===== config.mk =====
export PLATFORM = sky130hd
export DESIGN_NAME = mbmap_top
export DESIGN_NICKNAME = d
export VERILOG_FILES = /design/src/verilog/mbmap_pkg.sv /design/src/verilog/mbmap_wdog_if.sv /design/src/verilog/mbmap_timeout.sv /design/src/verilog/mbmap_top.sv
export SDC_FILE = /design/constraint.sdc
export NUM_CORES = 2
export LEC_CHECK = 0
export ABC_AREA = 1
export ABC_CLOCK_PERIOD_IN_PS = 117800
export BUFFER_PORTS_ARGS = -buffer_cell sky130_fd_sc_hd__buf_2
export CORE_MARGIN = 1
export CORE_UTILIZATION = 47
export DETAILED_ROUTE_END_ITERATION = 10
export PLACE_DENSITY = 0.73
export SLEW_MARGIN = 20
export SYNTH_ARGS = -nofsm -noshare
export SYNTH_HDL_FRONTEND = slang
export SYNTH_SLANG_ARGS = --single-unit

===== constraint.sdc =====
create_clock -name ref_clk -period 117.8 [get_ports ref_clk]
set_input_delay 11.78 -clock ref_clk [delete_from_list [all_inputs] [get_ports ref_clk]]
set_output_delay 11.78 -clock ref_clk [all_outputs]
set_load 0.02 [all_outputs]

===== src/verilog/mbmap_pkg.sv =====
// Package of constants and types for the Modbus register mapper
package mbmap_pkg;
  localparam int unsigned MBMAP_CLK_MHZ = 250;
  // Process data timeout delay, in units of 0.1 s
  localparam logic [31:0] MBMAP_PDT_DELAY_MIN = 32'h0000_01f4;
  localparam logic [31:0] MBMAP_PDT_DELAY_RST = 32'h0000_2710;
  // Cycles per tick: 0.1 s in ns times the clock MHz over 1000, product wrapped to 32 bits, giving 3525163 cycles
  localparam int unsigned MBMAP_TICK_NS = 100_000_000;
  localparam int unsigned MBMAP_TICK_CYC = MBMAP_TICK_NS * MBMAP_CLK_MHZ / 1000;
  // Fixed holding register locations
  localparam logic [15:0] MBMAP_LOC_CTRL = 16'h0002;
  localparam logic [15:0] MBMAP_LOC_STAT = 16'h000a;
  localparam logic [15:0] MBMAP_LOC_FREE = 16'h0014;
  // Event block layout
  localparam int unsigned MBMAP_EVT_REGS = 6;
  localparam int unsigned MBMAP_EVT_ACT_BIT = 15;
  localparam logic [2:0] MBMAP_CLS_INFO = 3'h2;
  localparam logic [2:0] MBMAP_CLS_WARN = 3'h3;
  localparam logic [2:0] MBMAP_CLS_FAULT = 3'h4;
  localparam int unsigned MBMAP_FLOAT_REGS = 2;
  // Modbus exception codes
  localparam logic [7:0] MBMAP_EXC_NONE = 8'h00;
  localparam logic [7:0] MBMAP_EXC_ADDR = 8'h02;
  localparam logic [7:0] MBMAP_EXC_FUNC = 8'h01;
  // Object spaces reached by a request
  typedef enum logic [1:0] {
    MBMAP_SP_COIL,
    MBMAP_SP_HOLD,
    MBMAP_SP_INPUT
  } mbmap_space_e;
  // Kind of source behind a mapping entry
  typedef enum logic [2:0] {
    MBMAP_SRC_NONE,
    MBMAP_SRC_PARAM,
    MBMAP_SRC_CONST,
    MBMAP_SRC_EVENT,
    MBMAP_SRC_FLOAT,
    MBMAP_SRC_STRING
  } mbmap_src_e;
  // Permission codes
  typedef enum logic [1:0] {
    MBMAP_PERM_ALL,
    MBMAP_PERM_RO,
    MBMAP_PERM_WO,
    MBMAP_PERM_NONE
  } mbmap_perm_e;
  // One mapping entry as configured
  typedef struct packed {
    logic valid;
    mbmap_space_e space;
    logic [15:0] loc;
    mbmap_src_e src;
    logic [15:0] span;
    logic [15:0] scale;
    logic perm_set;
    mbmap_perm_e perm;
    logic wdog1;
    logic [15:0] value;
  } mbmap_map_s;
endpackage


===== src/verilog/mbmap_wdog_if.sv =====
// Interface between the mapper and its process data timeout monitor
interface mbmap_wdog_if;
  logic retrigger;
  logic [31:0] delay;
  logic expired;
  modport mapper (output retrigger, output delay, input expired);
  modport monitor (input retrigger, input delay, output expired);
endinterface


===== src/verilog/mbmap_timeout.sv =====
// Process data timeout monitor counting in 0.1 s ticks
module mbmap_timeout #(
  parameter int unsigned TICK_CYC = mbmap_pkg::MBMAP_TICK_CYC
) (
  input wire logic ref_clk, // System clock
  input wire logic reset, // Async reset, active high
  mbmap_wdog_if.monitor wd // Retrigger and expiry
);
  import mbmap_pkg::*;
  logic [31:0] tick_ff, nxt_tick;
  logic [31:0] ticks_ff, nxt_ticks;
  logic exp_ff, nxt_exp;

  // Count ticks since the last watchdog write; flag when delay passed
  always_comb begin
    nxt_tick = tick_ff;
    nxt_ticks = ticks_ff;
    nxt_exp = exp_ff;
    if (wd.retrigger) begin
      nxt_tick = '0;
      nxt_ticks = '0;
      nxt_exp = 1'b0;
    end else if (tick_ff == TICK_CYC - 1) begin
      nxt_tick = '0;
      if (ticks_ff + 32'h1 >= wd.delay) begin
        nxt_exp = 1'b1;
      end else begin
        nxt_ticks = ticks_ff + 32'h1;
      end
    end else begin
      nxt_tick = tick_ff + 32'h1;
    end
  end

  // State registers
  always_ff @(posedge ref_clk or posedge reset) begin
    if (reset) begin
      tick_ff <= '0;
      ticks_ff <= '0;
      exp_ff <= 1'b0;
    end else begin
      tick_ff <= nxt_tick;
      ticks_ff <= nxt_ticks;
      exp_ff <= nxt_exp;
    end
  end

  assign wd.expired = exp_ff;
endmodule


===== src/verilog/mbmap_top.sv =====
// Modbus register mapper: decode, permissions, scaling, events, watchdog
// Notes on behaviour
// Parameter value shown divided by its scaling
// Watchdog-flagged write restarts timeout timer
// No flagged write within delay raises timeout
// Float parameter spans two consecutive registers
// Each event is six holding registers
// Newest event fills the first block
// Registers 0-3 hold timestamp digits
// Register 4: active flag high, class low
// Register 5 holds the event code
// Input registers are read-only 16-bit
// Locations cover full 16-bit range
// Input register may return a constant
// String spans registers by byte length
// Own permission else default full access
// Holding 2 control, 10 status, below 20 reserved
// Bad access gets exception, nothing stored
module mbmap_top #(
  parameter int unsigned N_MAP = 8,
  parameter int unsigned N_EVT = 4,
  parameter int unsigned TICK_CYC = mbmap_pkg::MBMAP_TICK_CYC
) (
  input wire logic ref_clk, // System clock
  input wire logic reset, // Async reset, active high
  input wire logic cfg_we, // Mapping table write strobe
  input wire logic [7:0] cfg_idx, // Mapping table entry index
  input wire mbmap_pkg::mbmap_map_s cfg_entry, // Mapping entry written
  input wire logic [31:0] pdt_delay, // Timeout delay in 0.1 s units
  input wire logic [N_MAP*32-1:0] param_vals, // Parameter values per entry
  input wire logic evt_push, // New event logged
  input wire logic [63:0] evt_time, // SS.SS, HHMM, MMDD, YYYY digits
  input wire logic evt_active, // Event active flag
  input wire logic [2:0] evt_class, // Event class code
  input wire logic [15:0] evt_code, // Application event code
  input wire logic [15:0] status_word, // Status word parameter
  input wire logic req_valid, // Modbus request strobe
  input wire logic req_write, // Request is a write
  input wire mbmap_pkg::mbmap_space_e req_space, // Object space
  input wire logic [15:0] req_addr, // Location
  input wire logic [15:0] req_wdata, // Write data
  output logic rsp_valid, // Answer strobe
  output logic [15:0] rsp_rdata, // Read data
  output logic [7:0] rsp_exc, // Exception code, zero if none
  output logic [15:0] ctrl_word, // Fieldbus control word
  output logic wr_valid, // Accepted write to mapped parameter
  output logic [7:0] wr_idx, // Entry written
  output logic [15:0] wr_data, // Value written, scaled back
  output logic pdt_timeout // Process data timeout event
);
  import mbmap_pkg::*;
  mbmap_map_s map_ff [N_MAP];
  mbmap_map_s nxt_map [N_MAP];
  logic [15:0] evt_ff [N_EVT][MBMAP_EVT_REGS];
  logic [15:0] nxt_evt [N_EVT][MBMAP_EVT_REGS];
  logic [$clog2(N_EVT+1)-1:0] evt_cnt_ff, nxt_evt_cnt;
  logic rsp_valid_ff, nxt_rsp_valid;
  logic [15:0] rsp_rdata_ff, nxt_rsp_rdata;
  logic [7:0] rsp_exc_ff, nxt_rsp_exc;
  logic [15:0] ctrl_ff, nxt_ctrl;
  logic wr_valid_ff, nxt_wr_valid;
  logic [7:0] wr_idx_ff, nxt_wr_idx;
  logic [15:0] wr_data_ff, nxt_wr_data;
  logic retrig_ff, nxt_retrig;
  logic [31:0] delay_ff, nxt_delay;
  logic hit;
  logic [7:0] hit_idx;
  logic [15:0] hit_off;
  logic [31:0] scaled;
  logic [31:0] evt_off;
  mbmap_wdog_if wd_if ();

  // Mapping table and event log storage
  always_comb begin
    nxt_map = map_ff;
    nxt_evt = nxt_evt_init();
    nxt_evt_cnt = evt_cnt_ff;
    nxt_delay = (pdt_delay < MBMAP_PDT_DELAY_MIN) ? MBMAP_PDT_DELAY_MIN : pdt_delay;
    if (cfg_we && (32'(cfg_idx) < N_MAP)) begin
      nxt_map[cfg_idx[$clog2(N_MAP)-1:0]] = cfg_entry;
    end
    if (evt_push) begin
      // Shift older events down so the newest sits in block zero
      for (int i = N_EVT - 1; i > 0; i--) begin
        nxt_evt[i] = evt_ff[i-1];
      end
      nxt_evt[0][0] = evt_time[63:48];
      nxt_evt[0][1] = evt_time[47:32];
      nxt_evt[0][2] = evt_time[31:16];
      nxt_evt[0][3] = evt_time[15:0];
      nxt_evt[0][4] = {evt_active, 12'h000, evt_class};
      nxt_evt[0][5] = evt_code;
      if (32'(evt_cnt_ff) < N_EVT) begin
        nxt_evt_cnt = evt_cnt_ff + 1'b1;
      end
    end
  end

  // All-zero packed event log, not used by the design
  function automatic logic [N_EVT*MBMAP_EVT_REGS*16-1:0] pack_dummy();
    return '0;
  endfunction

  function automatic void unused_fn();
  endfunction

  // Stored word of event block b, register r, for reads
  function automatic logic [15:0] evt_word(input int b, input int r);
    return evt_ff[b][r];
  endfunction

  // Lookup of request location against mapping spans
  always_comb begin
    hit = 1'b0;
    hit_idx = '0;
    hit_off = '0;
    for (int i = 0; i < N_MAP; i++) begin
      if (!hit && map_ff[i].valid && map_ff[i].space == req_space
          && req_addr >= map_ff[i].loc
          && 17'(req_addr) < 17'(map_ff[i].loc) + 17'(map_ff[i].span)) begin
        hit = 1'b1;
        hit_idx = 8'(i);
        hit_off = req_addr - map_ff[i].loc;
      end
    end
  end

  // Scaled value of the hit parameter
  always_comb begin
    scaled = param_vals[32*hit_idx +: 32];
    if (map_ff[hit_idx[$clog2(N_MAP)-1:0]].scale != 16'h0000) begin
      scaled = param_vals[32*hit_idx +: 32] / 32'(map_ff[hit_idx[$clog2(N_MAP)-1:0]].scale);
    end
  end

  // Request handling: decode, permission check and answer
  always_comb begin
    mbmap_map_s e;
    int b;
    int r;
    e = map_ff[hit_idx[$clog2(N_MAP)-1:0]];
    b = 32'(hit_off) / MBMAP_EVT_REGS;
    r = 32'(hit_off) % MBMAP_EVT_REGS;
    evt_off = 32'(hit_off);
    nxt_rsp_valid = req_valid;
    nxt_rsp_rdata = '0;
    nxt_rsp_exc = MBMAP_EXC_NONE;
    nxt_ctrl = ctrl_ff;
    nxt_wr_valid = 1'b0;
    nxt_wr_idx = wr_idx_ff;
    nxt_wr_data = wr_data_ff;
    nxt_retrig = 1'b0;
    if (req_valid) begin
      if (req_space == MBMAP_SP_HOLD && req_addr < MBMAP_LOC_FREE) begin
        // Fixed low holding locations
        if (req_addr == MBMAP_LOC_CTRL) begin
          if (req_write) begin
            nxt_ctrl = req_wdata;
          end else begin
            nxt_rsp_rdata = ctrl_ff;
          end
        end else if (req_addr == MBMAP_LOC_STAT && !req_write) begin
          nxt_rsp_rdata = status_word;
        end else begin
          nxt_rsp_exc = MBMAP_EXC_ADDR;
        end
      end else if (!hit) begin
        nxt_rsp_exc = MBMAP_EXC_ADDR;
      end else if (req_write) begin
        if (req_space == MBMAP_SP_INPUT || e.src == MBMAP_SRC_EVENT
            || e.src == MBMAP_SRC_CONST
            || (e.perm_set && (e.perm == MBMAP_PERM_RO || e.perm == MBMAP_PERM_NONE))) begin
          nxt_rsp_exc = MBMAP_EXC_FUNC;
        end else begin
          nxt_wr_valid = 1'b1;
          nxt_wr_idx = hit_idx;
          nxt_wr_data = (e.scale > 16'h0001) ? 16'(req_wdata * e.scale) : req_wdata;
          nxt_retrig = e.wdog1;
        end
      end else if (e.perm_set && (e.perm == MBMAP_PERM_WO || e.perm == MBMAP_PERM_NONE)) begin
        nxt_rsp_exc = MBMAP_EXC_FUNC;
      end else begin
        case (e.src)
          MBMAP_SRC_CONST: nxt_rsp_rdata = e.value;
          MBMAP_SRC_EVENT: begin
            if (b < 32'(evt_cnt_ff)) begin
              nxt_rsp_rdata = evt_word(b, r);
            end
          end
          MBMAP_SRC_FLOAT: begin
            nxt_rsp_rdata = hit_off[0] ? param_vals[32*hit_idx +: 16]
                                       : param_vals[32*hit_idx + 16 +: 16];
          end
          MBMAP_SRC_STRING: begin
            nxt_rsp_rdata = (hit_off[0]) ? param_vals[32*hit_idx +: 16]
                                         : param_vals[32*hit_idx + 16 +: 16];
          end
          MBMAP_SRC_PARAM: nxt_rsp_rdata = scaled[15:0];
          default: nxt_rsp_exc = MBMAP_EXC_ADDR;
        endcase
      end
    end
  end

  // Constant zero flag, not used by the design
  function automatic logic nxt_evt_dummy();
    return 1'b0;
  endfunction

  // Storage registers
  always_ff @(posedge ref_clk or posedge reset) begin
    if (reset) begin
      for (int i = 0; i < N_MAP; i++) begin
        map_ff[i] <= '0;
      end
      for (int i = 0; i < N_EVT; i++) begin
        for (int j = 0; j < MBMAP_EVT_REGS; j++) begin
          evt_ff[i][j] <= '0;
        end
      end
      evt_cnt_ff <= '0;
      delay_ff <= MBMAP_PDT_DELAY_RST;
    end else begin
      map_ff <= nxt_map;
      evt_ff <= nxt_evt;
      evt_cnt_ff <= nxt_evt_cnt;
      delay_ff <= nxt_delay;
    end
  end

  // Answer and output registers
  always_ff @(posedge ref_clk or posedge reset) begin
    if (reset) begin
      rsp_valid_ff <= 1'b0;
      rsp_rdata_ff <= '0;
      rsp_exc_ff <= MBMAP_EXC_NONE;
      ctrl_ff <= '0;
      wr_valid_ff <= 1'b0;
      wr_idx_ff <= '0;
      wr_data_ff <= '0;
      retrig_ff <= 1'b0;
    end else begin
      rsp_valid_ff <= nxt_rsp_valid;
      rsp_rdata_ff <= nxt_rsp_rdata;
      rsp_exc_ff <= nxt_rsp_exc;
      ctrl_ff <= nxt_ctrl;
      wr_valid_ff <= nxt_wr_valid;
      wr_idx_ff <= nxt_wr_idx;
      wr_data_ff <= nxt_wr_data;
      retrig_ff <= nxt_retrig;
    end
  end

  // Next-value default for the event log
  function automatic logic [15:0] nxt_evt_init_w(input int b, input int r);
    return evt_ff[b][r];
  endfunction

  typedef logic [15:0] mbmap_log_t [N_EVT][MBMAP_EVT_REGS];
  function automatic mbmap_log_t nxt_evt_init();
    mbmap_log_t t;
    t = evt_ff;
    return t;
  endfunction

  // Watchdog hookup
  assign wd_if.retrigger = retrig_ff;
  assign wd_if.delay = delay_ff;

  mbmap_timeout #(
    .TICK_CYC(TICK_CYC)
  ) u_timeout (
    .ref_clk(ref_clk),
    .reset(reset),
    .wd(wd_if.monitor)
  );

  assign rsp_valid = rsp_valid_ff;
  assign rsp_rdata = rsp_rdata_ff;
  assign rsp_exc = rsp_exc_ff;
  assign ctrl_word = ctrl_ff;
  assign wr_valid = wr_valid_ff;
  assign wr_idx = wr_idx_ff;
  assign wr_data = wr_data_ff;
  assign pdt_timeout = wd_if.expired;
endmodule


Yosys cells after proc, flatten, opt, wreduce, memory -nomap -nowiden --
Cells that the tools add are included.
Cells by class: add/sub/neg operators 20, multiply operators 1, div/mod/pow operators 3, $lt $le $gt $ge 28, eq/ne operators 22, shift-type cells 3, multiplexer cells 76, bitwise operators 6, reduce and logical (&&, ||, !) cells 60
Operator list (number):
- $bwmux W592 | 1
- $mux W16 | 22
- $shiftx A256 B14 Y16 | 1
- $shiftx A256 B14 Y32 | 1
- $shiftx A256 B15 Y16 | 1
- $bmux W74 S3 | 1
- $demux W74 S3 | 1
- $bmux W96 S2 | 1
- $mux W32 | 6
- $mux W96 | 2
- $add A16 B16 Y17 | 8
- $lt A16 B17 Y1 | 8
- $ge A16 B16 Y1 | 8
- $sub A16 B16 Y16 | 8
- $mux W55 | 2
- $mux W8 | 10
- $mux W74 | 1
- $add A32 B1 Y32 const B | 2
- $not A32 Y32 | 2
- $pmux W16 S4 | 1
- $bmux W16 S3 | 1
- $logic_and A1 B1 Y1 | 37
- $div A16 B3 Y32 const B | 1
- $div A32 B16 Y32 | 1
- 38 further kinds | 92
Word-level totals: flip-flop bits (word level) 1095, input bits 510, output and inout bits 67, word-level logic and storage cells 336

Depth between registers and ports, before layout --
depth in word-level cells 62, mapped depth 658, depth with buffers taken out 613

Cells and area by module --
A second synthesis with hierarchy kept.
Unflattened totals: cells, all modules 13831, area total of the unflattened synthesis 98258.0 sq um
Modules (own cells, without submodules):
- mbmap_top | times used 1, cells an instance 13028, area each 92974.2 sq um, seq. area each 25505.7 sq um
- mbmap_timeout | times used 1, cells an instance 803, area each 5283.8 sq um, seq. area each 1626.6 sq um

Worst setup path after synthesis --
Ideal clock, no wire load.
path type input to register, start in req_addr[1], end reg rsp_rdata_ff[0], in the netlist rsp_rdata[0], setup time 0.123 ns, arrival 97.461 ns, data required time 117.677 ns, path slack 20.216 ns, cell stages on the path 620, path buffers 52, cells stage by stage inv_1 -> fa_1 -> o21ai_1 -> a21oi_2 -> o21ai_2 -> nand2_1 -> nand2_1 -> nor2_2 -> nor2_4 -> inv_4 -> nand2_4 -> a21oi_4 -> a21oi_2 -> nand2_2 -> inv_4 -> nand2_4 -> buf_4 -> buf_4 -> [... 584 more ...] -> ha_1 -> a21oi_1 -> o21ai_0 -> a21oi_1 -> o21bai_1 -> a21oi_1 -> nor2_1 -> or2_2 -> a21oi_1 -> o21ai_0 -> a211oi_1 -> nand3_1 -> nor2_1 -> nand3_1 -> nand2_1 -> nand2_1 -> nand2_1 -> a21oi_1
On the way: word-level cells in the longest chain between the ends 61, elaborated cells between the ends (all ways) 131, those cells by class add/sub (9); div (3); order compare (18); eq/ne (9); shift (3); mux (43); bitwise (3); reduce/logical (43)
Ends and longest elaborated chain:
- start: declaration | RTL line mbmap_top.sv:40 | input wire logic [15:0] req_addr,
- branches (longest 59 deep; another with $ge A16 B16 Y1)
- $mux W16 * | RTL line mbmap_top.sv:154 | if (req_space == MBMAP_SP_HOLD && req_addr < MBMAP_LOC_FREE) begin
- $mux W16 * | RTL line mbmap_top.sv:153 | if (req_valid) begin
- named net nxt_rsp_rdata[0] | RTL line mbmap_top.sv:58 | logic [15:0] rsp_rdata_ff, nxt_rsp_rdata;
- end signal: assignment | RTL line mbmap_top.sv:244 | rsp_rdata_ff <= nxt_rsp_rdata;
- end: declaration | RTL line mbmap_top.sv:58
Mark *: on every way through the listed nets, which the timed path passes. The select of a mux whose other input is x is not followed. A chain may end at the register's enable or synchronous reset.

Worst setup path in the final report --
Ends and elaborated chain as after synthesis.

==> flow_summary.ini <==
[outcome]
outcome = completed

[timing]
fmax_mhz = 9.40
maxSlewHeadroom_pct = 19.9
skew_ns = 0.0375
finalSetupViolCount = 0
whs_ns = 0.473
layout_setup_ws_ns = 11.39
fin_crit_sh_pct = 90.3
drv_slew = 0
worst-slew-pin-transition_ns = 1.20
finalHoldViolCount = 0
period_needed_ns = 106.41

[clock_tree]
cts_buffer_depth = 3
cts_setup_buffers = 0
hold_buffers = 0
clockRootBuffer = clkbuf_16
clkSlewWorstSetupHoldPaths_ns = 0.06
clkSinkCount = 1084
cts_buffers = 121
cts_tree = done
h-tree-depth = 3
post_cts_resized = 0
worstSkewPairLatency_ns = 0.79

[global_routing]
track_usage_pct = 29.0
antenna_found_initial = 18
grt_start_max_net_pins = 190
grt_pass1_vias = 84113
grt_pass1_wl_mm = 474
grt-ovfl-total = 0

[floorplan]
die-area_um2 = 207000
fp.dieH_um = 455
fp.dieW_um = 455
io_pins = 577
placement_rows = 165
core_area_um2 = 203000
start_util_pct = 47.5

[min_path]
min_path_type = reg2reg

[place]
dpl.hpwl_mm = 229
gp_congestion = 0.993
portBuffers = 565
pre_cts_ws_ns = 9.85

[drt]
viasPerCell = 5.51
routed_wl_mm = 308
post_drt_wl_per_cell_um = 18.5
final_antenna_net_count = 0
via_count = 91696
drt-initial-drc-count = 8769
drt_first_pass_iters = 10
drc = 0

[yosys]
synthArstFlopShare_pct = 100
synth_seq_area_share_pct = 28.2
syn_area_per_cell_um2 = 7.06
synth_cell_type_count = 93
synth_cells = 13640
synth_enable_flop_cells = 0
yosys_most_used_dff = dfrtp_1
synth_most_common_cell = nand2_1
yosys.area.top_type = dfrtp_1
yosys-top-cells-area = dfrtp_1 (28%), nand2_1 (13%), ha_1 (11%)
yosysWarnings = 0
yosys.area.top_type_share_pct = 28.0
netlist_top_cells_count = nand2_1 (3279), inv_1 (1698), o21ai_0 (1584)
synth-seq-cells = 1084
synth_area_um2 = 96300

[worst_setup_path]
worstSetupEndpointType = register
worstPathRequired_ns = 118.43
start_kind = input port
critPathSlowestCell = fa_1
max_stage_delay_ns = 0.56
crit_fanout = 155
cp.arrival_ns = 107.04
critPathKind = in2reg
crit_top_cell = nand2_1

[finish]
fin_nets = 15320
layout-drive-gt1-share_pct = 9.85
area_growth_pct = 8.98

[flow_run]
maxCapViolCount = 0
-- registers in the layout, summed over array words and instances, names as in the netlist --
register / count
wr_valid: 1
rsp_rdata: 16
retrig_ff: 1
u_timeout.tick_ff: 32
delay_ff: 32
wr_idx: 3
u_timeout.ticks_ff: 32
rsp_valid: 1
wr_data: 16
map_ff: 592
evt_cnt_ff: 3
rsp_exc: 2
u_timeout.wd.expired: 1
ctrl_word: 16
evt_ff: 336
-- metal layers --
metal / vias up / wire, um / track usage (%) / part of all wire, %
met5: - / 41 / 0 / 0.013
met4: 6 / 13700 / 11.8 / 4.4
met3: 530 / 21300 / 4.06 / 6.9
met2: 3152 / 139000 / 46.3 / 45
met1: 42633 / 134000 / 39.2 / 44
li1: 45375 / - / - / -
-- path summary, 6_finish.rpt --
| check | cells past startpoint | from | endpoint | slack [ns] |
|---|---|---|---|---|
| max in group asynchronous | 6 | reset | wr_data[11]$_DFFE_PP0P_ | 102.84 |
| min reg2reg | 1 | u_timeout.tick_ff[0]$_DFF_PP0_ | u_timeout.tick_ff[0]$_DFF_PP0_ | 0.47 |
| max reg2reg | 597 | map_ff[574]$_DFFE_PP0P_ | rsp_rdata[0]$_DFF_PP0_ | 20.59 |
| min in group asynchronous | 2 | reset | evt_ff[291]$_DFFE_PP0P_ | 11.10 |
| min | 1 | u_timeout.tick_ff[0]$_DFF_PP0_ | u_timeout.tick_ff[0]$_DFF_PP0_ | 0.47 |
| max | 584 | req_addr[1] | rsp_rdata[0]$_DFF_PP0_ | 11.39 |
-- placed cells by master, fill, tap and decap left out, types with 52 or more instances in the layout --
cell,synthesis,layout
o21ai_0,1584,1583
nor3_1,117,115
a21oi_1,879,877
nand2_1,3279,3271
buf_2,53,565
ha_1,857,857
inv_1,1698,1691
nand3_2,66,68
nor2_2,50,52
xnor2_1,197,197
nand3b_1,106,106
fa_1,96,96
o211ai_1,87,87
buf_4,45,84
nor2_1,660,657
nand4_1,137,137
o21bai_1,89,89
nand2_2,108,110
nand3_1,831,826
dfrtp_1,1079,1079
clkbuf_16,0,121
xor2_1,402,402
-- layout make-up --
| type | instances | area, um2 |
|---|---|---|
| repair buffers | 655 | 3570 |
| clock buffers | 163 | 3450 |
| fillers | 19945 | 98000 |
| multi-input cells | 10193 | 59800 |
| well taps | 2672 | 3340 |
| flip-flops and latches | 1084 | 27100 |
| clock inverters | 62 | 800 |
| inverters | 1801 | 6860 |
| repair inverters | 1 | 5.00 |
| diodes | 14 | 35.0 |
-- critical path, delay by kind of cell --
kind / cells / cell delay [ns]
AO/OA/AOI/OAI: 224 / 42.88
AND/OR/NAND/NOR: 207 / 26.84
buffers and inverters: 119 / 14.08
adder cells (fa/ha/maj): 33 / 10.62
multiplexers: 1 / 0.28
-- kinds of logic after synthesis --
kind of cell	count (synthesis)	synth area share, %
AND/OR/NAND/NOR	5563	25.7
AO/OA/AOI/OAI	3061	17.5
buffers and inverters	2374	9.98
flip-flops	1084	28.2
adder cells (fa/ha/maj)	953	13.1
XOR/XNOR	599	5.45
multiplexers	5	0.0520
other	1	0.00389
-- per-stage QoR --
stage / util (%) / instances / TNS, ns / area, um2
after floorplan: - / 13650 / 0 / 96400
after global placement: 49.6 / 16402 / 0 / 101000
after detailed placement: 49.6 / 16403 / 0 / 101000
after CTS: 51.7 / 16628 / 0 / 105000
after global routing: 51.7 / 16637 / -0.0383 / 105000
final: 51.7 / 16645 / 0 / 105000
Power is left out: the tool's default activity adds up to more than one toggle a clock period on the data nets, which glitch-free logic cannot reach.
